[src/itm_pkg.sv]
// Constants shared by the interval timer block
// Function
// - Three independent interval timers, numbered 0-2
// - One-shot and repeating scheduled modes
// - Timer 0 barred during pulse output
// - Timer 2 only with fast counter unused
// - Codes 000-002 start one-shot timers
// - Codes 003-005 start scheduled timers
// - Codes 006-008 read elapsed state
// - Immediate set value uses 1 ms period
// - Decrement present value once per period
// - One-shot: request once at zero, halt
// - Scheduled: request, reload, keep running
// - Read returns count, period, residual time
// - Residual time always below the period
// - Reading a stopped timer returns zero
// - Stop halts decrementing and requests
package itm_pkg;
  // Geometry
  localparam int NUM_TIMERS = 3;
  localparam int ADDR_W = 5;
  // Register byte offsets
  localparam logic [4:0] OFF_SETVAL = 5'h00;
  localparam logic [4:0] OFF_PERIOD = 5'h04;
  localparam logic [4:0] OFF_SUBNUM = 5'h08;
  localparam logic [4:0] OFF_CMD = 5'h0C;
  localparam logic [4:0] OFF_STATUS = 5'h10;
  localparam logic [4:0] OFF_RDCOUNT = 5'h14;
  localparam logic [4:0] OFF_RDPERIOD = 5'h18;
  localparam logic [4:0] OFF_RDRESID = 5'h1C;
  // Command word and status fields
  localparam int CMD_CODE_LSB = 0;
  localparam int CMD_IMM_BIT = 12;
  localparam int CMD_STOP_BIT = 15;
  localparam int STAT_REJ_BIT = 3;
  // Function code bases
  localparam logic [13:0] FC_SCHED_BASE = 14'h0003;
  localparam logic [13:0] FC_READ_BASE = 14'h0006;
  localparam logic [13:0] FC_READ_LAST = 14'h0008;
  // Operand limits
  localparam logic [13:0] PERIOD_MIN = 14'h0005;
  localparam logic [13:0] PERIOD_MAX = 14'h0140;
  localparam logic [8:0] IMM_PERIOD = 9'h00A;
  localparam logic [13:0] SUB_MAX = 14'h00FF;
  // Reset values
  localparam logic [15:0] STAGE_RST = 16'h0000;
  localparam logic [15:0] FAST_SETUP_DEFAULT = 16'h0000;
  // Timing: one period unit is 0.1 ms
  localparam int CLK_PERIOD_NS = 5;
  localparam int UNIT_NS = 100000;
  localparam int UNIT_CYC = UNIT_NS / CLK_PERIOD_NS;
endpackage

[src/itm_interval_timer.sv]
// Three BCD interval timers with subroutine request output
//
// Implementation choices: the strobed register port and the register offsets.
`timescale 1ns/100ps
module itm_interval_timer #(
  parameter int UNIT_CYCLES = itm_pkg::UNIT_CYC
) (
  input wire logic mclk,
  input wire logic sys_rst,
  input wire logic [4:0] regAddr,
  input wire logic [31:0] regWdata,
  input wire logic regWr,
  input wire logic regRd,
  output logic [31:0] regRdata,
  input wire logic pulseOutActive,
  input wire logic [15:0] fastCounterSetup,
  output logic subReq,
  output logic [15:0] subNum,
  output logic [1:0] subTimer
);
  localparam int NT = itm_pkg::NUM_TIMERS;
  localparam int PRE_W = $clog2(UNIT_CYCLES);

  // All four digits decimal
  function automatic logic bcdOk(input logic [15:0] v);
    return v[15:12] <= 4'h9 && v[11:8] <= 4'h9 &&
           v[7:4] <= 4'h9 && v[3:0] <= 4'h9;
  endfunction

  // Four BCD digits to binary
  function automatic logic [13:0] bcdToBin(input logic [15:0] v);
    return 14'(v[15:12]) * 14'd1000 + 14'(v[11:8]) * 14'd100 +
           14'(v[7:4]) * 14'd10 + 14'(v[3:0]);
  endfunction

  // Binary to four BCD digits, shift and add three
  function automatic logic [15:0] binToBcd(input logic [13:0] v);
    logic [29:0] s;
    s = 30'h0;
    s[13:0] = v;
    for (int k = 0; k < 14; k++) begin
      for (int d = 0; d < 4; d++) begin
        if (s[14+4*d +: 4] > 4'h4) begin
          s[14+4*d +: 4] = s[14+4*d +: 4] + 4'h3;
        end
      end
      s = {s[28:0], 1'b0};
    end
    return s[29:14];
  endfunction

  // Staged operands, written ahead of a command
  logic [15:0] stageSet;
  logic [15:0] stagePer;
  logic [15:0] stageSub;
  // Pulse output flag crosses from a pin
  logic pulseMeta;
  logic pulseSync;
  // Per-timer state
  logic [NT-1:0] running, sched;
  logic [13:0] pv [NT];
  logic [13:0] setv [NT];
  logic [8:0] period [NT];
  logic [8:0] tenth [NT];
  logic [13:0] decCnt [NT];
  logic [15:0] subn [NT];
  logic [PRE_W-1:0] pre [NT];
  // Unit tick, decrement and expiry strobes
  logic [NT-1:0] tick, decEv, expire;
  // Requests waiting for the execution engine
  logic [NT-1:0] pending, grant;
  logic [1:0] grantIdx;
  // Read results and status
  logic [15:0] rdCnt, rdPer, rdRes;
  logic rejected;

  // Synchroniser for the pulse output level
  always_ff @(posedge mclk or posedge sys_rst) begin
    if (sys_rst) begin
      pulseMeta <= 1'b0;
      pulseSync <= 1'b0;
    end else begin
      pulseMeta <= pulseOutActive;
      pulseSync <= pulseMeta;
    end
  end

  // Command decode
  logic cmdWr, fcOk, stopBit, immBit, isStart, isRead, isStop;
  logic opsOk, gateOk, startOk;
  logic [15:0] fcRaw;
  logic [13:0] fcB, setBin, perBin, subBin;
  logic [1:0] tIdx;
  logic [8:0] perUse;
  logic [NT-1:0] startHit, stopHit;

  assign cmdWr = regWr && regAddr == itm_pkg::OFF_CMD;
  assign fcRaw = {4'h0, regWdata[itm_pkg::CMD_CODE_LSB +: 12]};
  assign fcOk = bcdOk(fcRaw);
  assign fcB = bcdToBin(fcRaw);
  assign stopBit = regWdata[itm_pkg::CMD_STOP_BIT];
  assign immBit = regWdata[itm_pkg::CMD_IMM_BIT];
  // Codes 0..5 start, 6..8 read
  assign isStart = fcOk && !stopBit && fcB < itm_pkg::FC_READ_BASE;
  assign isRead = fcOk && !stopBit && fcB >= itm_pkg::FC_READ_BASE &&
                  fcB <= itm_pkg::FC_READ_LAST;
  assign isStop = fcOk && stopBit && fcB < itm_pkg::FC_SCHED_BASE;
  // Timer index from the code
  always_comb begin
    if (fcB < itm_pkg::FC_SCHED_BASE) begin
      tIdx = fcB[1:0];
    end else if (fcB < itm_pkg::FC_READ_BASE) begin
      tIdx = 2'(fcB - itm_pkg::FC_SCHED_BASE);
    end else begin
      tIdx = 2'(fcB - itm_pkg::FC_READ_BASE);
    end
  end
  assign setBin = bcdToBin(stageSet);
  assign perBin = bcdToBin(stagePer);
  assign subBin = bcdToBin(stageSub);
  // Immediate set value fixes the period at 1 ms
  assign perUse = immBit ? itm_pkg::IMM_PERIOD : perBin[8:0];
  // Operand checks; a bad start only sets the reject flag
  assign opsOk = bcdOk(stageSet) && bcdOk(stageSub) &&
                 subBin <= itm_pkg::SUB_MAX &&
                 (immBit || (bcdOk(stagePer) &&
                  perBin >= itm_pkg::PERIOD_MIN &&
                  perBin <= itm_pkg::PERIOD_MAX));
  // Shared resources block timer 0 and timer 2
  assign gateOk = !(tIdx == 2'd0 && pulseSync) &&
                  !(tIdx == 2'd2 &&
                    fastCounterSetup != itm_pkg::FAST_SETUP_DEFAULT);
  assign startOk = cmdWr && isStart && opsOk && gateOk;
  assign startHit = startOk ? NT'(1) << tIdx : '0;
  assign stopHit = (cmdWr && isStop) ? NT'(1) << tIdx : '0;

  // Staging registers
  always_ff @(posedge mclk or posedge sys_rst) begin
    if (sys_rst) begin
      stageSet <= itm_pkg::STAGE_RST;
      stagePer <= itm_pkg::STAGE_RST;
      stageSub <= itm_pkg::STAGE_RST;
    end else if (regWr) begin
      if (regAddr == itm_pkg::OFF_SETVAL) begin
        stageSet <= regWdata[15:0];
      end
      if (regAddr == itm_pkg::OFF_PERIOD) begin
        stagePer <= regWdata[15:0];
      end
      if (regAddr == itm_pkg::OFF_SUBNUM) begin
        stageSub <= regWdata[15:0];
      end
    end
  end

  // One timer per index
  for (genvar i = 0; i < NT; i++) begin : g_tmr
    assign tick[i] = running[i] && pre[i] == PRE_W'(UNIT_CYCLES - 1);
    assign decEv[i] = tick[i] && tenth[i] == period[i] - 9'h001;
    // Set value 0 expires at the first period end
    assign expire[i] = decEv[i] && pv[i] <= 14'h0001;

    // Timer state; start wins over stop in the same write
    always_ff @(posedge mclk or posedge sys_rst) begin
      if (sys_rst) begin
        running[i] <= 1'b0;
        sched[i] <= 1'b0;
        pv[i] <= 14'h0000;
        setv[i] <= 14'h0000;
        period[i] <= 9'h000;
        tenth[i] <= 9'h000;
        decCnt[i] <= 14'h0000;
        subn[i] <= 16'h0000;
        pre[i] <= '0;
      end else if (startHit[i]) begin
        running[i] <= 1'b1;
        sched[i] <= fcB >= itm_pkg::FC_SCHED_BASE;
        pv[i] <= setBin;
        setv[i] <= setBin;
        period[i] <= perUse;
        tenth[i] <= 9'h000;
        decCnt[i] <= 14'h0000;
        subn[i] <= stageSub;
        pre[i] <= '0;
      end else if (stopHit[i]) begin
        running[i] <= 1'b0;
      end else if (running[i]) begin
        pre[i] <= tick[i] ? '0 : pre[i] + PRE_W'(1);
        if (decEv[i]) begin
          tenth[i] <= 9'h000;
          if (expire[i] && sched[i]) begin
            pv[i] <= setv[i];
            decCnt[i] <= 14'h0000;
          end else begin
            pv[i] <= pv[i] - 14'h0001;
            decCnt[i] <= decCnt[i] + 14'h0001;
          end
          if (expire[i] && !sched[i]) begin
            running[i] <= 1'b0;
          end
        end else if (tick[i]) begin
          tenth[i] <= tenth[i] + 9'h001;
        end
      end
    end

    a_oneshot_halt: assert property (@(posedge mclk) disable iff (sys_rst)
      expire[i] && !sched[i] && !startHit[i] |=> !running[i])
      else $error("one-shot timer kept running");
    a_sched_reload: assert property (@(posedge mclk) disable iff (sys_rst)
      expire[i] && sched[i] && !startHit[i] && !stopHit[i]
      |=> running[i] && pv[i] == setv[i])
      else $error("scheduled timer did not reload");
    a_resid_below: assert property (@(posedge mclk) disable iff (sys_rst)
      running[i] |-> tenth[i] < period[i])
      else $error("residual not below period");
    a_dec_step: assert property (@(posedge mclk) disable iff (sys_rst)
      decEv[i] && !expire[i] && !startHit[i] && !stopHit[i]
      |=> pv[i] == $past(pv[i]) - 14'h0001)
      else $error("present value not decremented by one");
    a_stop_halts: assert property (@(posedge mclk) disable iff (sys_rst)
      stopHit[i] |=> !running[i] ##1
      (!running[i] || $past(startHit[i])))
      else $error("stopped timer still running");
    a_req_served: assert property (@(posedge mclk) disable iff (sys_rst)
      expire[i] && !stopHit[i] |-> ##[1:4] subReq && subTimer == 2'(i))
      else $error("expiry request not issued");
  end

  // Lowest pending timer is served first
  always_comb begin
    grant = '0;
    grantIdx = 2'd0;
    for (int k = NT - 1; k >= 0; k--) begin
      if (pending[k]) begin
        grant = NT'(1) << k;
        grantIdx = 2'(k);
      end
    end
  end

  // Pending; expiry outranks the grant clear, a stop in the expiry cycle drops that expiry
  always_ff @(posedge mclk or posedge sys_rst) begin
    if (sys_rst) begin
      pending <= '0;
    end else begin
      pending <= (pending & ~grant) | (expire & ~stopHit);
    end
  end

  // Subroutine request towards the execution engine
  always_ff @(posedge mclk or posedge sys_rst) begin
    if (sys_rst) begin
      subReq <= 1'b0;
      subNum <= 16'h0000;
      subTimer <= 2'd0;
    end else begin
      subReq <= |pending;
      subNum <= pending != '0 ? subn[grantIdx] : 16'h0000;
      subTimer <= grantIdx;
    end
  end

  // Elapsed-time read results; stopped timer reads zero
  always_ff @(posedge mclk or posedge sys_rst) begin
    if (sys_rst) begin
      rdCnt <= 16'h0000;
      rdPer <= 16'h0000;
      rdRes <= 16'h0000;
    end else if (cmdWr && isRead) begin
      if (running[tIdx]) begin
        rdCnt <= binToBcd(decCnt[tIdx]);
        rdPer <= binToBcd({5'h00, period[tIdx]});
        rdRes <= binToBcd({5'h00, tenth[tIdx]});
      end else begin
        rdCnt <= 16'h0000;
        rdPer <= 16'h0000;
        rdRes <= 16'h0000;
      end
    end
  end

  // Last command outcome, refreshed by every command write
  always_ff @(posedge mclk or posedge sys_rst) begin
    if (sys_rst) begin
      rejected <= 1'b0;
    end else if (cmdWr) begin
      rejected <= !(startOk || isRead || isStop);
    end
  end

  // Read data in the cycle after the strobe, zero elsewhere
  always_ff @(posedge mclk or posedge sys_rst) begin
    if (sys_rst) begin
      regRdata <= 32'h0000_0000;
    end else if (regRd) begin
      unique case (regAddr)
        itm_pkg::OFF_SETVAL: regRdata <= {16'h0000, stageSet};
        itm_pkg::OFF_PERIOD: regRdata <= {16'h0000, stagePer};
        itm_pkg::OFF_SUBNUM: regRdata <= {16'h0000, stageSub};
        itm_pkg::OFF_STATUS: regRdata <= {28'h0, rejected, running};
        itm_pkg::OFF_RDCOUNT: regRdata <= {16'h0000, rdCnt};
        itm_pkg::OFF_RDPERIOD: regRdata <= {16'h0000, rdPer};
        itm_pkg::OFF_RDRESID: regRdata <= {16'h0000, rdRes};
        // Command register is write-only; unmapped reads zero
        default: regRdata <= 32'h0000_0000;
      endcase
    end else begin
      regRdata <= 32'h0000_0000;
    end
  end

  a_start_mode: assert property (@(posedge mclk) disable iff (sys_rst)
    startOk |=> running[$past(tIdx)] &&
    sched[$past(tIdx)] == ($past(fcB) >= itm_pkg::FC_SCHED_BASE))
    else $error("start command set wrong mode");
  a_imm_period: assert property (@(posedge mclk) disable iff (sys_rst)
    startOk && immBit |=> period[$past(tIdx)] == itm_pkg::IMM_PERIOD)
    else $error("immediate start without 1 ms period");
  a_reject_keeps: assert property (@(posedge mclk) disable iff (sys_rst)
    cmdWr && isStart && !startOk |=> rejected &&
    running == $past(running & ~(expire & ~sched)))
    else $error("rejected start changed timer state");
  a_tmr2_block: assert property (@(posedge mclk) disable iff (sys_rst)
    cmdWr && isStart && tIdx == 2'd2 &&
    fastCounterSetup != itm_pkg::FAST_SETUP_DEFAULT
    |=> running[2] == $past(running[2] && !(expire[2] && !sched[2])))
    else $error("timer 2 started while fast counter set up");
  a_tmr0_block: assert property (@(posedge mclk) disable iff (sys_rst)
    cmdWr && isStart && tIdx == 2'd0 && pulseSync
    |=> running[0] == $past(running[0] && !(expire[0] && !sched[0])))
    else $error("timer 0 started during pulse output");
  a_read_stopped: assert property (@(posedge mclk) disable iff (sys_rst)
    cmdWr && isRead && !running[tIdx]
    |=> rdCnt == 16'h0000 && rdPer == 16'h0000 && rdRes == 16'h0000)
    else $error("stopped timer read not zero");
  a_read_period: assert property (@(posedge mclk) disable iff (sys_rst)
    cmdWr && isRead && running[tIdx]
    |=> rdPer == binToBcd({5'h00, $past(period[tIdx])}))
    else $error("read period mismatch");
endmodule

[config.mk]
export PLATFORM = sky130hd
export DESIGN_NAME = itm_interval_timer
export DESIGN_NICKNAME = d
export VERILOG_FILES = /design/src/itm_pkg.sv /design/src/itm_interval_timer.sv
export SDC_FILE = /design/constraint.sdc
export NUM_CORES = 2
export LEC_CHECK = 0
export ABC_AREA = 1
export BUFFER_PORTS_ARGS = -buffer_cell sky130_fd_sc_hd__buf_2
export CAP_MARGIN = 5
export CORE_UTILIZATION = 50
export DETAILED_ROUTE_END_ITERATION = 7
export PLACE_DENSITY_LB_ADDON = 0.3
export SYNTH_ARGS = -nofsm -noshare
export SYNTH_HDL_FRONTEND = slang
export SYNTH_SLANG_ARGS = --single-unit
[constraint.sdc]
create_clock -name mclk -period 13.4 [get_ports mclk]
set_input_delay 0 -clock mclk [delete_from_list [all_inputs] [get_ports mclk]]
set_output_delay 0 -clock mclk [all_outputs]
set_load 0.01 [all_outputs]
Word-level counts from Yosys, hierarchy flattened:

Index checks and enable logic that the tools add are counted.

* $add $sub $neg: 72
* multipliers: 11
* order comparisons: 73
* equality and inequality tests: 17
* shift-type cells: 1
* multiplexer cells: 219
* bitwise operators: 7
* reduce and logical (&&, ||, !) cells: 82

Operator list (count)
* 14-bit two-way mux: 32
* 4-bit two-way mux: 112
* 15-bit two-way mux: 12
* 9-bit two-way mux: 20
* 4-bit by 3-bit > comparator with 1-bit output, second input constant: 36
* 4-bit by 2-bit adder with 4-bit output, second input constant: 35
* 16-bit case mux with 7 select lines: 1
* 16-bit two-way mux: 4
* 4-bit <= comparator, second input constant: 15
* 1-bit logical AND: 46
* 15-bit by 1-bit adder with 15-bit output, second input constant: 3
* 15-bit == test, second input constant: 3
* 14-bit by 1-bit adder with 14-bit output, second input constant: 3
* 14-bit by 11-bit adder with 14-bit output: 3
* 14-bit by 4-bit adder with 14-bit output: 3
* 14-bit by 8-bit adder with 14-bit output: 3
* 14-bit by 1-bit <= comparator with 1-bit output, second input constant: 3
* 14-bit by 1-bit subtractor with 14-bit output, second input constant: 3
* 9-bit binary-select mux with 2-bit select: 2
* 4-bit by 5-bit multiplier with 9-bit output, second input constant: 4
* 4-bit by 7-bit multiplier with 11-bit output, second input constant: 3
* 16-bit binary-select mux with 2-bit select: 1
* 32-bit two-way mux: 1
* 3-bit by 2-bit adder with 4-bit output, second input constant: 7
* other kinds (45): 127

* register bits: 432
* input port bits: 58
* output and inout port bits: 51
* word-level logic and storage cells: 523

Depth between registers and ports, before layout:

* depth after elaboration: 53
* depth in mapped cells: 90
* mapped depth without buffers: 88

Least setup slack after synthesis:

No wires, ideal clock.

* path kind: input -> register
* from: in regWdata[5]
* to: reg rdCnt[1]
* data arrival time: 8825 ps
* setup slack: 4452 ps
* stages on the path: 78
* buffers on the path: 1
* path through: ha_1 > ha_1 > fa_1 > xor2_1 > ha_1 > ha_1 > a21oi_2 > nand3_1 > nor2_2 > nor2_2 > nor2_4 > nand3_1 > nor2_1 > nor2_1 > nor2_2 > buf_6 > nand2_2 > nand2_1 > [... 42 more ...] > nand2_1 > nand2_1 > inv_1 > ha_1 > inv_1 > nand2_1 > nand2_2 > xor2_2 > ha_1 > inv_1 > nand2_2 > nand2_2 > xor2_2 > ha_1 > nor2_2 > inv_2 > a21oi_1 > o21ai_1

* word-level cells in the longest chain between the ends: 53

RTL lines
* from (decl): RTL line itm_interval_timer.sv:11 `input wire logic [31:0] regWdata,`
* 4-bit by 3-bit multiplier with 7-bit output: RTL line itm_interval_timer.sv:33 `14'(v[7:4]) * 14'd10 + 14'(v[3:0]);`
* 11-bit by 8-bit adder with 12-bit output: RTL line itm_interval_timer.sv:32 `return 14'(v[15:12]) * 14'd1000 + 14'(v[11:8]) * 14'd100 +`
* 12-bit by 4-bit adder with 13-bit output: RTL line itm_interval_timer.sv:33
* 13-bit by 3-bit less-than comparator with 1-bit output: RTL line itm_interval_timer.sv:112 `end else if (fcB < itm_pkg::FC_READ_BASE) begin`
* 2-bit two-way mux: RTL line itm_interval_timer.sv:112
* 2-bit two-way mux: RTL line itm_interval_timer.sv:110 `if (fcB < itm_pkg::FC_SCHED_BASE) begin`
* 2-bit NOT with 3-bit output (implied by the code): RTL line itm_interval_timer.sv:272 `rdCnt <= binToBcd(decCnt[tIdx]);`
* 14-bit binary-select mux with 2-bit select: RTL line itm_interval_timer.sv:272
* [... 37 more ...]
* 4-bit two-way mux: RTL line itm_interval_timer.sv:270 `end else if (cmdWr && isRead) begin`
* 4-bit by 3-bit > comparator with 1-bit output or 4-bit by 2-bit adder with 4-bit output (tied branches): RTL line itm_interval_timer.sv:43, itm_interval_timer.sv:44
* 4-bit two-way mux: RTL line itm_interval_timer.sv:43 `if (s[14+4*d +: 4] > 4'h4) begin`
* 4-bit two-way mux: RTL line itm_interval_timer.sv:271 `if (running[tIdx]) begin`
* 4-bit two-way mux: RTL line itm_interval_timer.sv:270
* 4-bit by 3-bit > comparator with 1-bit output: RTL line itm_interval_timer.sv:43
* 4-bit two-way mux: RTL line itm_interval_timer.sv:43
* 16-bit two-way mux: RTL line itm_interval_timer.sv:271
* to (signal assigned): RTL line itm_interval_timer.sv:272
* to (decl): RTL line itm_interval_timer.sv:74 `logic [15:0] rdCnt, rdPer, rdRes;`

Several ways; a longest one is shown, not always the timed one. The select of a mux whose other input is x is not followed.
A chain may end at the register's enable or synchronous reset.

Worst setup path after layout:

* from: in regWdata[7]
* to: reg rdCnt[1]

Same word-level chain as after synthesis.

==> impl_metrics.toml <==
[routing]
wirelength_um = 86000
drc_errors = 0
vias = 28600
via_per_inst = 5.41
first_pass_iters = 6
ant_nets = 0
dr.first_iter.drc_count = 2520
wl_per_cell_um = 16.3

[worst_setup_path]
end_kind = "flop"
cpMostUsedCell = "nand2_1"
r2r-start = "stagePer[13]"
worstRegToRegCells = 36
critPathKind = "in -> reg"
crit_arrival_ps = 11470
r2r_slack_ps = 4220
cp-start-kind = "primary input"
required_ps = 13880
max_stage_delay_ps = 620
rr_endpoint = "decCnt[40]"
path_max_fanout = 42
crit_start = "regWdata[7]"
critPathCapture = "rdCnt[1]"
cp_slowest_cell = "nand2_2"

[synthesis]
synth_common_cells = "nand2_1, inv_1, dfrtp_1, nor2_1, o21ai_0"
ys_top_cells_by_area = "dfrtp_1, nand2_1, ha_1, inv_1, o21ai_0"
synth.most_common_cell = "nand2_1"
synthFlopType = "dfrtp_1"
yosysSeqAreaShare = 0.317
synth_cell_types = 72
synth-edff-count = 0
netlist.area_leader.share = 0.317
avgSynthCellArea_um2 = 7.44
syn_area_um2 = 32100
yosysTopAreaCell = "dfrtp_1"
async_flop_share = 1.00
ys_ff_latch = 406
yosys_warnings = 0
synthCells = 4312

[place]
place_hpwl_um = 64600
gp_congestion = 0.960
io_buffers = 76
dp_slack_ps = 2530

[layout]
drive_above_1_share = 0.0827
area_growth_pct = 9.93
fillers = 5862
n_antenna_cell = 0
nets = 4799

[sta]
fin_ws_ps = 2410
fin_crit_sh = 0.820
tightestPinTransition_ps = 1340
setup_violations = 0
hold_viol = 0
post-route-min-period_ps = 10990
slew_headroom = 0.0991
rsz0062_at_grt = "no"
report.final.slew_viol_count = 0
setup_tns_ps = 0
max_freq_mhz = 91.0
fin_skew_ps = 15.0

[grt]
grt_pass1_wl_um = 137000
grtUsageTotal = 0.265
globalRouteOverflowTotal = 0
grt_pass1_vias = 26100
grt_max_degree = 158
antenna_found_initial = 0

[floorplanning]
die_area_um2 = 65200
dieHeight_um = 255
start_util = 0.508
num_rows = 92
coreArea_um2 = 63200
ioPinCount = 109
die_x_um = 255

[cts]
clkLatencyLatePin_ps = 600
cts_setup_buffers = 0
clock-sinks = 406
clk_pin_slew_ps = 60
cts_tree = "yes"
htree_levels = 2
cts_root_buffer = "clkbuf_16"
cts-buffers-inserted = 48
clockBufferDepth = 3

[flow_run]
max-cap-violations = 0

[min_path]
hp-class = "in -> reg"

[run_status]
status = "complete, no violations"
[kinds of logic after synthesis]
group / count (synthesis) / share of synthesized area
buffers and inverters: 791 / 0.0951
adders and majority gates: 340 / 0.146
xor gates and xnor gates: 195 / 0.0542
AOI/OAI and AO/OA: 705 / 0.128
DFF: 406 / 0.317
and+or+nand+nor: 1874 / 0.261
other: 1 / 0.000117
[routing by layer]
layer	up-vias	GRT usage	share of wire
li1	14200	-	-
met1	13400	0.374	0.46
met2	839	0.422	0.45
met3	148	0.0275	0.056
met4	0	0.0953	0.033
met5	-	0	0
[worst max-delay path: cells and delay by family]
family	cells	cell delay [ps]
adders and majority gates	13	3190
buffers and inverters	17	2090
AOI/OAI and AO/OA	4	1040
xor gates and xnor gates	3	530
and+or+nand+nor	36	4530
[layout by cell type (no fill, tap or decap), drive strengths merged, types with 59 or more instances in the layout]
cell type / netlist / layout
nand2: 1042 / 1042
inv: 687 / 688
dfrtp: 406 / 406
nor2: 357 / 357
o21ai: 326 / 326
ha: 284 / 284
nand3: 236 / 236
a21oi: 169 / 169
xor2: 131 / 131
buf: 26 / 99
nor3: 96 / 96
clkbuf: 72 / 65
xnor2: 64 / 64
nand4: 59 / 59
[per-stage QoR]
stage	hold WS [ps]	area [µm²]	util	std cells
2_1_floorplan	31.4	32100	-	4327
3_3_place_gp	109	33400	0.528	5174
3_5_place_dp	109	33400	0.528	5174
4_1_cts	17.9	35300	0.558	5286
5_1_grt	40.8	35300	0.558	5286
6_report	43.6	35300	0.558	5286
[repair_timing]
action	CTS	global route
resized for setup	0	0
endpoints found under the hold margin	191	0
hold buffers	23	0
[state kept, by name, summed over array words and instances, names as in the netlist, 2 cells and up]
name,cells
stageSub,16
subNum,16
subTimer,2
sched,3
running,3
rdCnt,16
pending,3
setv,42
rdPer,11
pre,45
stagePer,16
rdRes,11
decCnt,42
stageSet,16
period,27
pv,42
regRdata,16
subn,48
tenth,27
[cell type report]
cell class / instances / area [µm²] / area share
clock buffer: 65 / 1400 / 0.0396
clock inverter: 24 / 280 / 0.00795
inverter: 693 / 2610 / 0.0741
multi-input combinational: 3130 / 19000 / 0.538
sequential: 406 / 10200 / 0.288
tap: 846 / 1060 / 0.0300
timing repair buffer: 122 / 796 / 0.0226
[worst min-delay path by stage]
stage,endpoint,slack (ps),cells past startpoint,from
4_1_cts,pulseMeta,20,2,pulseOutActive
3_5_place_dp,pulseMeta,110,1,pulseOutActive
6_report,pulseMeta,40,2,pulseOutActive
2_1_floorplan,pulseMeta,30,0,pulseOutActive
5_1_grt,pulseMeta,40,2,pulseOutActive
3_3_place_gp,pulseMeta,110,1,pulseOutActive
Power is left out: the tool's default activity adds up to more than one toggle a clock period on the data nets, which glitch-free logic cannot reach.
